File: src/tef_pkg.sv
// Constants and types for the timer event flag block.
// Assumes a 32-bit Avalon-MM register bus with byte addresses.
package tef_pkg;

	////////////////////////////////////////////////////////////////////////////////
	// Register byte offsets
	localparam logic [4:0]  OFF_CTRL       = 5'h00;
	localparam logic [4:0]  OFF_IRQ_EN     = 5'h0C;
	localparam logic [4:0]  OFF_FLAGS      = 5'h10;
	localparam logic [4:0]  OFF_EVENT_GEN  = 5'h14;

	////////////////////////////////////////////////////////////////////////////////
	// Flag bit positions; bits 0 to 7 are shared with enables and event generation, over-capture bits are flags only
	localparam int          BIT_UPDATE     = 0;
	localparam int          BIT_CHAN1      = 1;
	localparam int          BIT_CHAN2      = 2;
	localparam int          BIT_COMMUT     = 5;
	localparam int          BIT_TRIGGER    = 6;
	localparam int          BIT_BREAK      = 7;
	localparam int          BIT_OVCAP1     = 9;
	localparam int          BIT_OVCAP2     = 10;

	// Interrupt enable register: DMA enable positions
	localparam int          BIT_UPD_DMA    = 8;
	localparam int          BIT_CH1_DMA    = 9;
	localparam int          BIT_CH2_DMA    = 10;
	localparam int          BIT_TRG_DMA    = 14;

	// Control register fields
	localparam int          BIT_UPD_DIS    = 0;
	localparam int          BIT_UPD_SRC    = 1;
	localparam int          BIT_CH1_INPUT  = 2;
	localparam int          BIT_CH2_INPUT  = 3;

	////////////////////////////////////////////////////////////////////////////////
	// Implemented-bit masks and reset values
	localparam logic [15:0] FLAGS_MASK     = 16'h06E7;
	localparam logic [15:0] IRQ_SRC_MASK   = 16'h00E7;
	localparam logic [15:0] IRQ_EN_MASK    = 16'h47E7;
	localparam logic [15:0] CTRL_MASK      = 16'h000F;
	localparam logic [15:0] EVENT_GEN_MASK = 16'h00E7;
	localparam logic [15:0] FLAGS_RESET    = 16'h0000;
	localparam logic [15:0] IRQ_EN_RESET   = 16'h0000;
	localparam logic [15:0] CTRL_RESET     = 16'h0000;
	localparam logic [31:0] RDATA_RESET    = 32'h0000_0000;
	localparam logic [15:0] ZERO16         = 16'h0000;

	////////////////////////////////////////////////////////////////////////////////
	// Bus handshake state
	typedef enum logic [1:0] {
		BUS_IDLE = 2'b00,
		BUS_ACK  = 2'b01
	} tef_bus_state_t;

endpackage

File: src/tef_top.sv
// Status flags, interrupt enables and event generation of a dual channel timer.
// Assumes event strobes from the counter core are one cycle wide and synchronous to clk.
`timescale 1ns/1ps
`default_nettype none

module tef_top
	import tef_pkg::*;
#(
	parameter int CNT_W  = 16,
	parameter int ADDR_W = 5
) (
	// Clock, reset and enable
	input  wire logic              clk,
	input  wire logic              rstn,
	input  wire logic              ce,
	// Avalon-MM slave
	input  wire logic [ADDR_W-1:0] address,
	input  wire logic              read,
	input  wire logic              write,
	input  wire logic [31:0]       writedata,
	input  wire logic [3:0]        byteenable,
	output logic      [31:0]       readdata,
	output logic                   waitrequest,
	// Counter core events
	input  wire logic [CNT_W-1:0]  counter_value,
	input  wire logic              count_tick,
	input  wire logic              repetition_wrap,
	input  wire logic              trigger_reinit,
	input  wire logic              trigger_event,
	input  wire logic              commutation_event,
	input  wire logic              break_active,
	// Capture/compare channels
	input  wire logic [CNT_W-1:0]  chan1_compare_capture_value,
	input  wire logic [CNT_W-1:0]  chan2_compare_capture_value,
	input  wire logic              chan1_capture,
	input  wire logic              chan2_capture,
	input  wire logic              chan1_capture_read,
	input  wire logic              chan2_capture_read,
	// Event pulses to the core
	output logic                   update_event,
	output logic                   chan1_generate,
	output logic                   chan2_generate,
	output logic                   commutation_generate,
	output logic                   trigger_generate,
	output logic                   break_generate,
	// Interrupt and DMA requests
	output logic                   irq,
	output logic                   update_dma_req,
	output logic                   chan1_dma_req,
	output logic                   chan2_dma_req,
	output logic                   trigger_dma_req
);

	////////////////////////////////////////////////////////////////////////////////
	// Parameter checks

	if (CNT_W < 1 || CNT_W > 32) begin : g_bad_cnt_w
		$error("CNT_W must be between 1 and 32");
	end
	if (ADDR_W < 5 || ADDR_W > 16) begin : g_bad_addr_w
		$error("ADDR_W must be between 5 and 16");
	end
	if (BIT_OVCAP2 > 15 || BIT_TRG_DMA > 15) begin : g_bad_bit_pos
		$error("Flag and enable positions must fit in 16 bits");
	end
	if ((FLAGS_RESET & ~FLAGS_MASK) != ZERO16) begin : g_bad_flag_reset
		$error("Flag reset value must only use implemented bits");
	end

	////////////////////////////////////////////////////////////////////////////////
	// State

	typedef struct packed {
		// Bus handshake
		tef_bus_state_t bus;
		logic           waitreq;
		logic [31:0]    rdata;

		// Software registers and flags
		logic [15:0]    ctrl;
		logic [15:0]    irq_en;
		logic [15:0]    flags;

		// Pulses and requests
		logic           upd_pulse;
		logic [15:0]    gen_pulse;
		logic           irq;
		logic [3:0]     dma;
	} tef_state_t;

	tef_state_t s_reg;
	tef_state_t s_next;

	////////////////////////////////////////////////////////////////////////////////
	// Helpers

	// Bits of the low half-word that the active byte lanes cover
	function automatic logic [15:0] lane_mask(input logic [3:0] be);
		lane_mask = {{8{be[1]}}, {8{be[0]}}};
	endfunction

	// Address compare on the low byte-address bits, with all upper address bits zero
	function automatic logic addr_is(input logic [ADDR_W-1:0] a, input logic [4:0] off);
		addr_is = (a[4:0] == off) && ((a >> 5) == '0);
	endfunction

	// Byte-lane merge of a register write, keeping only implemented bits
	function automatic logic [15:0] merge_write(input logic [15:0] old_v, input logic [15:0] new_v,
		input logic [15:0] lanes, input logic [15:0] impl);
		merge_write = ((old_v & ~lanes) | (new_v & lanes)) & impl;
	endfunction

	////////////////////////////////////////////////////////////////////////////////
	// Decoded access and event terms

	// Bus access
	logic        hit_ctrl;
	logic        hit_irq_en;
	logic        hit_flags;
	logic        hit_gen;
	logic        wr_ack;
	logic [15:0] wmask;
	logic [15:0] wdata16;
	logic        wr_ctrl;
	logic        wr_irq_en;
	logic        wr_flags;
	logic        wr_gen;
	logic [15:0] gen_bits;

	// Configuration
	logic        upd_dis;
	logic        upd_src;
	logic        ch1_in;
	logic        ch2_in;

	// Event terms
	logic        upd_wrap;
	logic        upd_gen;
	logic        upd_trig;
	logic        upd_ev;
	logic        match1;
	logic        match2;
	logic        cap1;
	logic        cap2;
	logic        ovcap1;
	logic        ovcap2;
	logic        cap_rd1;
	logic        cap_rd2;

	// Flag and read paths
	logic [15:0] set_bits;
	logic [15:0] clr_bits;
	logic [15:0] flags_new;
	logic [31:0] rd_word;

	always_comb begin
		hit_ctrl   = addr_is(address, OFF_CTRL);
		hit_irq_en = addr_is(address, OFF_IRQ_EN);
		hit_flags  = addr_is(address, OFF_FLAGS);
		hit_gen    = addr_is(address, OFF_EVENT_GEN);
		wr_ack     = (s_reg.bus == BUS_ACK) && write && !read;
		wmask      = lane_mask(byteenable);
		wdata16    = writedata[15:0];
		wr_ctrl    = wr_ack && hit_ctrl;
		wr_irq_en  = wr_ack && hit_irq_en;
		wr_flags   = wr_ack && hit_flags;
		wr_gen     = wr_ack && hit_gen;
		gen_bits   = wr_gen ? (wdata16 & wmask & EVENT_GEN_MASK) : ZERO16;

		upd_dis   = s_reg.ctrl[BIT_UPD_DIS];
		upd_src   = s_reg.ctrl[BIT_UPD_SRC];
		ch1_in    = s_reg.ctrl[BIT_CH1_INPUT];
		ch2_in    = s_reg.ctrl[BIT_CH2_INPUT];

		// Update event sources
		upd_wrap = repetition_wrap && !upd_dis;
		upd_gen  = gen_bits[BIT_UPDATE] && !upd_dis && !upd_src;
		upd_trig = trigger_reinit && !upd_dis && !upd_src;
		upd_ev   = upd_wrap || upd_gen || upd_trig;

		// Compare match counts only on a counter step
		match1 = !ch1_in && count_tick && (counter_value == chan1_compare_capture_value);
		match2 = !ch2_in && count_tick && (counter_value == chan2_compare_capture_value);
		// Captures and capture-register reads only count in input mode
		cap1    = ch1_in && chan1_capture;
		cap2    = ch2_in && chan2_capture;
		cap_rd1 = ch1_in && chan1_capture_read;
		cap_rd2 = ch2_in && chan2_capture_read;

		// Over-capture looks at the flag before this cycle's clear
		ovcap1 = ch1_in && (chan1_capture || gen_bits[BIT_CHAN1]) && s_reg.flags[BIT_CHAN1];
		ovcap2 = ch2_in && (chan2_capture || gen_bits[BIT_CHAN2]) && s_reg.flags[BIT_CHAN2];

		set_bits              = ZERO16;
		set_bits[BIT_UPDATE]  = upd_ev;
		set_bits[BIT_CHAN1]   = match1 || cap1 || gen_bits[BIT_CHAN1];
		set_bits[BIT_CHAN2]   = match2 || cap2 || gen_bits[BIT_CHAN2];
		set_bits[BIT_COMMUT]  = commutation_event || gen_bits[BIT_COMMUT];
		set_bits[BIT_TRIGGER] = trigger_event || gen_bits[BIT_TRIGGER];
		// Break flag follows the live level, so a clear cannot win while it is high
		set_bits[BIT_BREAK]   = break_active || gen_bits[BIT_BREAK];
		set_bits[BIT_OVCAP1]  = ovcap1;
		set_bits[BIT_OVCAP2]  = ovcap2;

		// Writing zero clears, only in enabled byte lanes
		clr_bits = wr_flags ? (~wdata16 & wmask) : ZERO16;
		clr_bits[BIT_CHAN1] = clr_bits[BIT_CHAN1] || cap_rd1;
		clr_bits[BIT_CHAN2] = clr_bits[BIT_CHAN2] || cap_rd2;

		// Set wins over a clear in the same cycle
		flags_new = ((s_reg.flags & ~clr_bits) | set_bits) & FLAGS_MASK;

		// Read multiplexer; unmapped addresses and reserved bits read zero
		rd_word = RDATA_RESET;
		if (hit_ctrl) begin
			rd_word[15:0] = s_reg.ctrl & CTRL_MASK;
		end else if (hit_irq_en) begin
			rd_word[15:0] = s_reg.irq_en & IRQ_EN_MASK;
		end else if (hit_flags) begin
			rd_word[15:0] = s_reg.flags & FLAGS_MASK;
		end
	end

	////////////////////////////////////////////////////////////////////////////////
	// Interrupt and DMA request terms

	logic [15:0] irq_en_new;
	logic [15:0] irq_pend;
	logic [3:0]  dma_en;
	logic [3:0]  dma_src;

	always_comb begin
		// Enables as they will stand next cycle, so requests rise with the flag
		irq_en_new = wr_irq_en ? merge_write(s_reg.irq_en, wdata16, wmask, IRQ_EN_MASK) : s_reg.irq_en;
		irq_pend   = flags_new & irq_en_new & IRQ_SRC_MASK;
		dma_en     = {irq_en_new[BIT_TRG_DMA], irq_en_new[BIT_CH2_DMA], irq_en_new[BIT_CH1_DMA], irq_en_new[BIT_UPD_DMA]};
		dma_src    = {flags_new[BIT_TRIGGER], flags_new[BIT_CHAN2], flags_new[BIT_CHAN1], flags_new[BIT_UPDATE]};
	end

	////////////////////////////////////////////////////////////////////////////////
	// Next state

	always_comb begin
		s_next           = s_reg;
		s_next.upd_pulse = 1'b0;
		s_next.gen_pulse = ZERO16;

		// One wait cycle, then a single acknowledge cycle
		case (s_reg.bus)
			BUS_IDLE: begin
				if (read || write) begin
					s_next.bus     = BUS_ACK;
					s_next.waitreq = 1'b0;
					s_next.rdata   = read ? rd_word : RDATA_RESET;
				end
			end
			BUS_ACK: begin
				s_next.bus     = BUS_IDLE;
				s_next.waitreq = 1'b1;
			end
			default: begin
				s_next.bus     = BUS_IDLE;
				s_next.waitreq = 1'b1;
			end
		endcase

		// Configuration writes
		if (wr_ctrl) begin
			s_next.ctrl = merge_write(s_reg.ctrl, wdata16, wmask, CTRL_MASK);
		end
		s_next.irq_en = irq_en_new;

		// Flags and one-cycle event pulses
		s_next.flags     = flags_new;
		s_next.upd_pulse = upd_ev;
		s_next.gen_pulse = gen_bits;

		// Interrupt line tracks flags as they will stand next cycle
		s_next.irq = |irq_pend;
		s_next.dma = dma_en & dma_src;
	end

	////////////////////////////////////////////////////////////////////////////////
	// State register

	always_ff @(posedge clk or negedge rstn) begin
		if (!rstn) begin
			// Bus handshake
			s_reg.bus       <= BUS_IDLE;
			s_reg.waitreq   <= 1'b1;
			s_reg.rdata     <= RDATA_RESET;

			// Software registers and flags
			s_reg.ctrl      <= CTRL_RESET;
			s_reg.irq_en    <= IRQ_EN_RESET;
			s_reg.flags     <= FLAGS_RESET;

			// Pulses and requests
			s_reg.upd_pulse <= 1'b0;
			s_reg.gen_pulse <= ZERO16;
			s_reg.irq       <= 1'b0;
			s_reg.dma       <= 4'h0;
		end else if (ce) begin
			s_reg <= s_next;
		end
	end

	////////////////////////////////////////////////////////////////////////////////
	// Outputs

	// Bus
	assign readdata             = s_reg.rdata;
	assign waitrequest          = s_reg.waitreq;

	// Event pulses
	assign update_event         = s_reg.upd_pulse;
	assign chan1_generate       = s_reg.gen_pulse[BIT_CHAN1];
	assign chan2_generate       = s_reg.gen_pulse[BIT_CHAN2];
	assign commutation_generate = s_reg.gen_pulse[BIT_COMMUT];
	assign trigger_generate     = s_reg.gen_pulse[BIT_TRIGGER];
	assign break_generate       = s_reg.gen_pulse[BIT_BREAK];

	// Interrupt and DMA
	assign irq                  = s_reg.irq;
	assign update_dma_req       = s_reg.dma[0];
	assign chan1_dma_req        = s_reg.dma[1];
	assign chan2_dma_req        = s_reg.dma[2];
	assign trigger_dma_req      = s_reg.dma[3];

endmodule

`default_nettype wire

File: config.mk
export PLATFORM = sky130hd
export DESIGN_NAME = tef_top
export DESIGN_NICKNAME = d
export VERILOG_FILES = /design/src/tef_pkg.sv /design/src/tef_top.sv
export SDC_FILE = /design/constraint.sdc
export NUM_CORES = 1
export LEC_CHECK = 0
export ABC_AREA = 1
export BUFFER_PORTS_ARGS = -buffer_cell sky130_fd_sc_hd__buf_4
export CAP_MARGIN = 20
export CORE_ASPECT_RATIO = 1.5
export CORE_UTILIZATION = 50
export DETAILED_ROUTE_END_ITERATION = 8
export PLACE_DENSITY_LB_ADDON = 0.12
export RECOVER_POWER = 100
export SLEW_MARGIN = 20
export SYNTH_ARGS = -nofsm -noshare
export SYNTH_HDL_FRONTEND = slang
export SYNTH_SLANG_ARGS = --single-unit
File: constraint.sdc
create_clock -name clk -period 3 [get_ports clk]
set_clock_uncertainty 0.1 [all_clocks]
set_input_delay 0.15 -clock clk [delete_from_list [all_inputs] [get_ports clk]]
set_output_delay 0.15 -clock clk [all_outputs]
set_load 0.05 [all_outputs]
# After elaboration in Yosys (flattened, before gate mapping)

Index checks and enable logic that the tools add are counted.
Widths: inputs -> output; s select.

Bits in registers: 77
Output and inout port bits: 44
Logic and storage cells: 87

Eq/ne operators: 7
Muxes and demuxes: 9
Bitwise logic cells: 13
Reductions and logical operators: 48

Operator list:

| kind               | number |
|---|---|
| $mux 16            | 4 |
| $mux 35            | 1 |
| $eq 16x16->1       | 2 |
| $and 15x15->15     | 2 |
| $logic_and 1x1->1  | 23 |
| $and 11x11->11     | 2 |
| $mux 11            | 2 |
| $not 11->11        | 2 |
| $not 15->15        | 1 |
| $or 15x15->15      | 1 |
| $logic_or 1x1->1   | 14 |
| $or 11x11->11      | 1 |
| $eq 5x5->1 const B | 2 |
| $and 4x4->4        | 2 |
| $and 8x8->8        | 1 |
| $mux 8             | 1 |
| $reduce_or 6->1    | 1 |
| $eq 5x4->1 const B | 1 |
| $logic_not 1->1    | 5 |
| $logic_not 5->1    | 1 |
| $or 4x4->4         | 1 |
| $reduce_and 2->1   | 2 |
| $mux 3             | 1 |
| $reduce_and 3->1   | 1 |
| 3 further kinds    | 3 |

# Logic depth before layout (Yosys ltp)

Gate-level depths: netlist of the first run.

Depth after elaboration: 12
Depth in mapped cells: 12
Depth with buffers taken out: 12

# Least setup slack after synthesis of the first run

OpenSTA, ideal clock, no wires.

Path kind: register -> register
Start point: register s_reg[103] (netlist name)
End point: register, netlist name irq
Setup time: 0.124 ns
Data arrival time: 1.224 ns
Data required time: 2.776 ns
Setup slack: 1.553 ns
Stages on the path, launching flop included: 12
Path buffers: 0
Path through: dfrtp_1 > nand2_1 > nor2_4 > nand3_1 > nor2_1 > nor2_1 > nor2_1 > nand2_1 > nand2_1 > nand2_1 > nor2_1 > a21oi_1

Word-level cells in the longest chain between the ends: 12

Ends and longest elaborated chain:

| element                           | line           | RTL |
|---|---|---|
| from (decl)                       | tef_top.sv:91  | `tef_state_t s_reg;` |
| from (signal assigned)            | tef_top.sv:304 | `s_reg <= s_next;` |
| $eq 2x1->1 *                      | tef_top.sv:161 | `wr_ack = (s_reg.bus == BUS_ACK) && write && !read;` |
| $logic_and 1x1->1 * (2 in series) | tef_top.sv:161 |  |
| $logic_and 1x1->1                 | tef_top.sv:167 | `wr_gen = wr_ack && hit_gen;` |
| $mux 8                            | tef_top.sv:168 | `gen_bits = wr_gen ? (wdata16 & wmask & EVENT_GEN_MASK) : ZERO16;` |
| $logic_and 1x1->1 (2 in series)   | tef_top.sv:177 | `upd_gen = gen_bits[BIT_UPDATE] && !upd_dis && !upd_src;` |
| $logic_or 1x1->1 (2 in series)    | tef_top.sv:179 | `upd_ev = upd_wrap \|\| upd_gen \|\| upd_trig;` |
| $or 11x11->11                     | tef_top.sv:211 | `flags_new = ((s_reg.flags & ~clr_bits) \| set_bits) & FLAGS_MASK;` |
| $and 8x8->8 *                     | tef_top.sv:235 | `irq_pend = flags_new & irq_en_new & IRQ_SRC_MASK;` |
| $reduce_or 6->1 *                 | tef_top.sv:279 | `s_next.irq = \|irq_pend;` |

Every way passes the cells marked *; elsewhere a longest branch is shown, timed or not.
A chain may end at the register's enable or synchronous reset.

# Worst setup path after layout of the first run

Start point: register s_reg[103] (netlist name)
End point: register s_reg, in the netlist update_dma_req

Word-level cells in the longest chain between the ends: 11

Ends and longest elaborated chain:

| element                           | line           | RTL |
|---|---|---|
| $eq 2x1->1 *                      | tef_top.sv:161 |  |
| $logic_and 1x1->1 * (2 in series) | tef_top.sv:161 |  |
| $logic_and 1x1->1                 | tef_top.sv:167 |  |
| $mux 8                            | tef_top.sv:168 |  |
| $logic_and 1x1->1 (2 in series)   | tef_top.sv:177 |  |
| $logic_or 1x1->1 (2 in series)    | tef_top.sv:179 |  |
| $or 11x11->11                     | tef_top.sv:211 |  |
| $and 4x4->4 *                     | tef_top.sv:280 | `s_next.dma = dma_en & dma_src;` |

Marks and branches as above.

==> summary.md, run 1 <==
| Metric | Value |
|---|---|
| Status | complete, no violations |
| Synth Area in XOR/XNOR | 2.46% |
| Final setup margin | 0.738 ns |
| Cell count after placement | 627 |
| Crit Reg-Reg Endpoint | update_dma_req$_DFFE_PN0P_ |
| Internal | 0.982 mW |
| Row count | 35 |
| First-pass GRT wire length | 12300 um |
| Share of cells above drive strength 1 | 18.5% |
| Sw Share | 35.3% |
| Syn Area/Cell | 6.82 um2 |
| Via count | 3080 |
| Worst-path cell chain | nand2_1 > nor2_1 > nand2_1 > nor2_4 > inv_2 > a21oi_1 > o21ai_0 > o21ai_0 |
| Leak Pwr | 2.13 nW |
| Logic pwr share | 29.5% |
| Residual DRC | 0 |
| Hold Path Cell Cnt | 3 |
| Final Max Tran Viols | 0 |
| R2r setup slk | 0.74 ns |
| PnR Total Power | 1.52 mW |
| YS warnings | 0 |
| Top_reg_cell synth | dfrtp_1 |
| Routed Antenna Nets | 0 |
| Crit path max fanout | 8 |
| Final nets | 666 |
| CP max stage delay | 0.50 ns |
| Min-Delay Endpoint | ch2_in$_DFFE_PN0P_ |
| CP required | 3.13 ns |
| Mapped cell area | 3200 um2 |
| Power per cell area | 394 nW/um2 |
| Clk slew on worst S/H paths | 0.08 ns |
| DRT Pass-1 Iters | 4 |
| Die area | 6730 um2 |
| DR WL met3 | 423 um |
| IO Count | 148 |
| DR vias/cell | 4.84 |
| Die width | 67.3 um |
| Post-synthesis mux area share | 0% |
| Ranking of synthesized cells by area | dfrtp_1, nand2_1, inv_1 |
| WP data arrival | 2.39 ns |
| Clk pwr share | 24.8% |
| Placed cell areas | 3870 um2 |
| Finished Layout Cells | 637 |
| Worst Tran Pin Value | 1.16 ns |
| Synth Area in Compound Gates | 12.6% |
| Worst skew pair latency | 0.30 ns |
| Wl on met1 | 2910 um |
| Post-CTS Setup Inserts | 0 |
| FMAX | 442 MHz |
| TritonCTS Buffers | 5 |
| IO Port Bufs | 103 |
| Highest metal used | met4 |
| Antenna violations before repair | 0 |
| Gate Count Post-Synth | 469 |
| WL final | 7710 um |
| Met2 wire length | 4170 um |
| Cell at the slowest stage of the critical path | nor2_1 |
| Hold Path Class | input port to register |
| Max-slew headroom | 22.6% |
| Worst Min Path Start | writedata[3] |
| Synth area leader | dfrtp_1 |
| Total GRT Usage | 24.5% |
| Setup crit end kind | register |
| Vias in the first global route | 2867 |
| CTS root buffer | clkbuf_8 |
| Yosys top cell area share | 35.2% |
| Psw | 0.536 mW |
| Register area share after synthesis | 36.0% |
| Die height | 100 um |
| Starting density of the core | 51.8% |
| Startpoint Class | register |
| Core footprint | 6170 um2 |
| RD Place Congestion | 0.845 |
| Post-Synth Adder-Cell Area | 0% |
| H-Tree Depth | 2 |
| Post_cts resized | 0 |
| Setup CP Type | register to register |
| Setup TNS | 0 ns |
| # diodes | 0 |
| Worst Reg-to-Reg Cells | 8 |
| RR Startpoint | s_reg[103]$_DFFE_PN0P_ |
| Hold_buf cts | 2 |
| Largest net degree at the start of global routing | 47 |
| Max-capacitance violation count | 0 |
| Post-synth EDFFs | 0 |
| CTS sink count | 46 |
| HPWL Detailed | 6300 um |
| TritonCTS clock tree | built |
| Final setup viols | 0 |
| Count of cell types in the netlist | 34 |
| Final period util | 75.4% |
| GRT Residual Overflow | 0 |
| Design Area, Final | 3850 um2 |
| Commonest non-fill, non-tap cells in the layout | nand2_1, buf_4, inv_1, dfrtp_1, nor2_1 |
| RSZ-0062 raised after global routing | no |
| Post-synthesis register bit count | 46 |
| Fin. Hold Viols | 0 |
| Minimum clock period | 2.26 ns |
| Simple-gate portion of the synthesized area | 30.7% |
| Commonest non-fill, non-tap cell in the layout | nand2_1 |
| Largest register FFs | 21 |
| Max Root-Sink Buffers | 2 |
| Area growth syn-to-layout | 20.4% |
| Largest family of logic cells by synthesized area | simple AND/OR/NAND/NOR gates |
| Setup WS pre-CTS | 1.08 ns |
| VDD IR max | 0.163 mV |
| Iter 0 DRT Violations | 157 |
| Post-synth ARST share | 100% |
| Seq pwr share | 45.7% |
| Wire per inst | 12.1 um |
stage by stage:
step | hold WS (ns) | utilization [%]
floorplan | -0.246 | -
global placement | 0.0862 | 62.7
detailed placement | 0.0934 | 62.7
CTS | 0.00179 | 64.4
global route | 0.0230 | 62.4
finish | 0.00755 | 62.4
critical path, delay by kind of cell, from the launching register on:
family	cells	cell delay [ns]
compound gates	3	0.42
buf+inv	1	0.07
flops	1	0.40
simple gates	4	1.20
power groups by stage:
stage / Clock, mW / Combinational, mW / Sequential (mW)
after floorplan: 0 / 0.273 / 0.752
final: 0.376 / 0.448 / 0.694
after global routing: 0.411 / 0.495 / 0.701
after global placement: 0 / 0.462 / 0.705
after CTS: 0.386 / 0.473 / 0.695
after detailed placement: 0 / 0.469 / 0.708
kinds of logic after synthesis:
| family | after synthesis |
|---|---|
| simple gates | 223 |
| xor+xnor | 9 |
| compound gates | 69 |
| flops | 46 |
| buf+inv | 121 |
| other cells | 1 |
how the worst max path moves through the flow:
stage | from | endpoint
detailed placement | ce | readdata[7]$_DFFE_PN0P_
CTS | s_reg[103]$_DFFE_PN0P_ | irq$_DFFE_PN0P_
finish | s_reg[103]$_DFFE_PN0P_ | update_dma_req$_DFFE_PN0P_
global route | s_reg[103]$_DFFE_PN0P_ | update_dma_req$_DFFE_PN0P_
floorplan | s_reg[103]$_DFFE_PN0P_ | irq$_DFFE_PN0P_
global placement | ce | readdata[10]$_DFFE_PN0P_
synth_stat cells, drive strengths merged, types with 2 or more instances:
master	n
a21oi	12
buf	35
clkbuf	4
dfrtp	45
inv	82
nand2	139
nand3	29
nor2	50
o211ai	6
o21a	2
o21ai	35
o221ai	4
o22ai	5
o31ai	3
or2	2
xnor2	9
per-layer routing:
layer	vias to the layer above	track usage, %
met5	-	0
met4	0	10.6
met3	15	4.20
met2	108	46.2
met1	1366	25.2
li1	1591	-
final cells by class:
cell class | count | area, um2
fill | 615 | 2320
multi-input combinational | 322 | 1500
sequential | 46 | 1150
timing repair buffer | 105 | 704
inverter | 82 | 310
tap | 74 | 92.6
clock buffer | 6 | 72.6
clock inverter | 2 | 13.8
Note: power is estimated with default switching activity, not from simulation.
==> run 2: changes to the inputs <==
--- a/config.mk
+++ b/config.mk
@@ -9,7 +9,7 @@
 export BUFFER_PORTS_ARGS = -buffer_cell sky130_fd_sc_hd__buf_4
 export CAP_MARGIN = 20
 export CORE_ASPECT_RATIO = 1.5
-export CORE_UTILIZATION = 50
+export CORE_UTILIZATION = 48
 export DETAILED_ROUTE_END_ITERATION = 8
 export PLACE_DENSITY_LB_ADDON = 0.12
 export RECOVER_POWER = 100
==> constraint.sdc (replaced) <==
create_clock -name clk -period 2.2 [get_ports clk]
set_clock_uncertainty 0.1 [all_clocks]
set_input_delay 0.11 -clock clk [delete_from_list [all_inputs] [get_ports clk]]
set_output_delay 0.11 -clock clk [all_outputs]
set_load 0.05 [all_outputs]
==> run 2 against run 1 <==
Hold slack improved by 0.0014 ns. Sequential power increased by 36%. Power grew 40%. Largest power group unchanged.
==> summary.md, run 2 (synthesized netlist as in run 1, its figures left out) <==
| Metric | Value |
|---|---|
| Status | complete, no violations |
| Leak Pwr | 2.15 nW (+1.1%) |
| Worst skew pair latency | 0.31 ns (about the same) |
| IO Port Bufs | 103 (unchanged) |
| Vias in the first global route | 2893 (+0.91%) |
| DRT Pass-1 Iters | 4 (unchanged) |
| Setup CP Type | register to register |
| Area of the multi-input gates | 1520 um2 (+1.3%) |
| Largest net degree at the start of global routing | 47 (unchanged) |
| VDD IR max | 0.224 mV (+37%) |
| Final period util | 83.5% (+8.1 points) |
| WP data arrival | 1.93 ns (-0.46 ns) |
| CTS sink count | 46 (unchanged) |
| Setup crit end kind | register |
| DR vias/cell | 4.85 (+0.39%) |
| Seq pwr share | 44.5% (-1.2 points) |
| Total GRT Usage | 23.8% (-0.70 points) |
| HPWL Detailed | 6300 um (about the same) |
| Fin. Hold Viols | 0 (unchanged) |
| Antenna violations before repair | 0 (unchanged) |
| Routed Antenna Nets | 0 (unchanged) |
| Core footprint | 6490 um2 (+5.0%) |
| Final nets | 671 (+0.75%) |
| RSZ-0062 raised after global routing | no |
| # diodes | 0 (unchanged) |
| Commonest non-fill, non-tap cell in the layout | nand2_1 |
| Post_cts resized | 0 (unchanged) |
| WL final | 7760 um (+0.75%) |
| # fillers | 682 (+11%) |
| Worst Tran Pin Value | 1.14 ns (-0.0214 ns) |
| Commonest non-fill, non-tap cells in the layout | nand2_1, buf_4, inv_1, dfrtp_1, nor2_1 |
| First-pass GRT wire length | 12400 um (+0.78%) |
| Largest register FFs | 21 (unchanged) |
| GRT Residual Overflow | 0 (unchanged) |
| Die area | 7000 um2 (+4.1%) |
| Psw | 0.753 mW (+40%) |
| Die width | 68.6 um (+2.0%) |
| Row count | 36 (+2.9%) |
| Area growth syn-to-layout | 22.8% |
| CTS root buffer | clkbuf_8 |
| Via count | 3126 (+1.5%) |
| Residual DRC | 0 (unchanged) |
| Max Root-Sink Buffers | 2 (unchanged) |
| Final setup viols | 0 (unchanged) |
| Internal | 1.38 mW (+40%) |
| Max-capacitance violation count | 0 (unchanged) |
| Iter 0 DRT Violations | 194 (+24%) |
| H-Tree Depth | 2 (unchanged) |
| Die height | 102 um (+2.0%) |
| Clk pwr share | 26.2% (+1.4 points) |
| Clk slew on worst S/H paths | 0.09 ns (about the same) |
| RD Place Congestion | 0.831 (-1.7%) |
| Wire per inst | 12.1 um (-0.34%) |
| TritonCTS clock tree | built |
| CP required | 2.30 ns (-0.83 ns) |
| Share of cells above drive strength 1 | 19.4% (+0.89 points) |
| Power per cell area | 542 nW/um2 (+37%) |
| Register area | 1150 um2 (unchanged) |
| Crit path max fanout | 8 (unchanged) |
| Startpoint Class | register |
| Minimum clock period | 1.84 ns (-0.426 ns) |
| Starting density of the core | 49.3% (-2.5 points) |
| TritonCTS Buffers | 5 (unchanged) |
| FMAX | 545 MHz (+23%) |
| Sw Share | 35.4% (+0.058 points) |
| Final Max Tran Viols | 0 (unchanged) |
| Setup TNS | 0 ns (unchanged) |
| Logic pwr share | 29.3% (-0.2 points) |
| IO Count | 148 (unchanged) |
| Final hold slack | 0.00898 ns (+0.00143 ns) |
| Hold Path Class | input port to register |
| Max-slew headroom | 24.0% (+1.4 points) |
[run 2: changes by cell type in the layout (fill, tap and decap cells not counted), sizes merged]
cell	change
clkinv	-1
clkinvlp	+1
dlygate4sd3	+3
buf	+2
[run 2: area by class of cell]
type	instances	share of cell area, %
clock buffer	6	2.10
clock inverter	2	0.319
inverter	82	7.90
multi-input combinational	322	38.8
sequential	46	29.3
tap	76	2.42
timing repair buffer	110	19.1
[run 2: path summary, 6_finish.rpt]
kind                                               to  slack, ns  cells past startpoint                      from
min in group asynchronous     readdata[2]$_DFFE_PN0P_       0.45                      2                      rstn
max in group asynchronous  update_dma_req$_DFFE_PN0P_       0.86                      2                      rstn
max reg2reg                           irq$_DFFE_PN0P_       0.36                      9    s_reg[103]$_DFFE_PN0P_
max                                   irq$_DFFE_PN0P_       0.36                      9    s_reg[103]$_DFFE_PN0P_
min                             s_reg[55]$_DFFE_PN0P_      0.009                      3              writedata[1]
min reg2reg                  readdata[14]$_DFFE_PN0P_       0.39                      2  readdata[14]$_DFFE_PN0P_
[run 2: worst max-delay path: stages, from the launching register on]
cell and delay (ns):
dfrtp_1 0.40, nand2_1 0.10, nor2_4 0.21, nand2_1 0.27
nor2_1 0.21, o22ai_1 0.11, nand2_1 0.09, nand2_1 0.06
nor2_1 0.09, a21oi_1 0.07
[run 2: power groups by stage]
stage / clock network [mW] / logic (mW) / registers, mW
after floorplan: 0 / 0.372 / 1.03
after global placement: 0 / 0.635 / 0.961
after detailed placement: 0 / 0.644 / 0.964
after CTS: 0.562 / 0.653 / 0.948
after global routing: 0.597 / 0.694 / 0.955
final: 0.558 / 0.623 / 0.947
[run 2: layer usage]
metal  share of wire, %  track usage [%]
met5                  0                0
met4                2.0             9.46
met3                4.8             3.13
met2                 56             44.6
met1                 38             25.7
[run 2: per-stage QoR]
step	power [mW]	area, um2	util [%]	std cells	setup slack [ns]
2_1_floorplan	1.40	3270	-	489	0.753
4_1_cts	2.16	4030	62.2	644	0.476
5_1_grt	2.25	3930	60.5	644	0.154
6_report	2.13	3930	60.5	644	0.364
3_3_place_gp	1.60	3890	59.9	631	0.526
3_5_place_dp	1.61	3890	59.9	631	0.493
[run 2: timing repair]
action | CTS | global route
hold endpoints to repair | 50 | 0
hold buffers | 5 | 0
setup buffers | 0 | 0
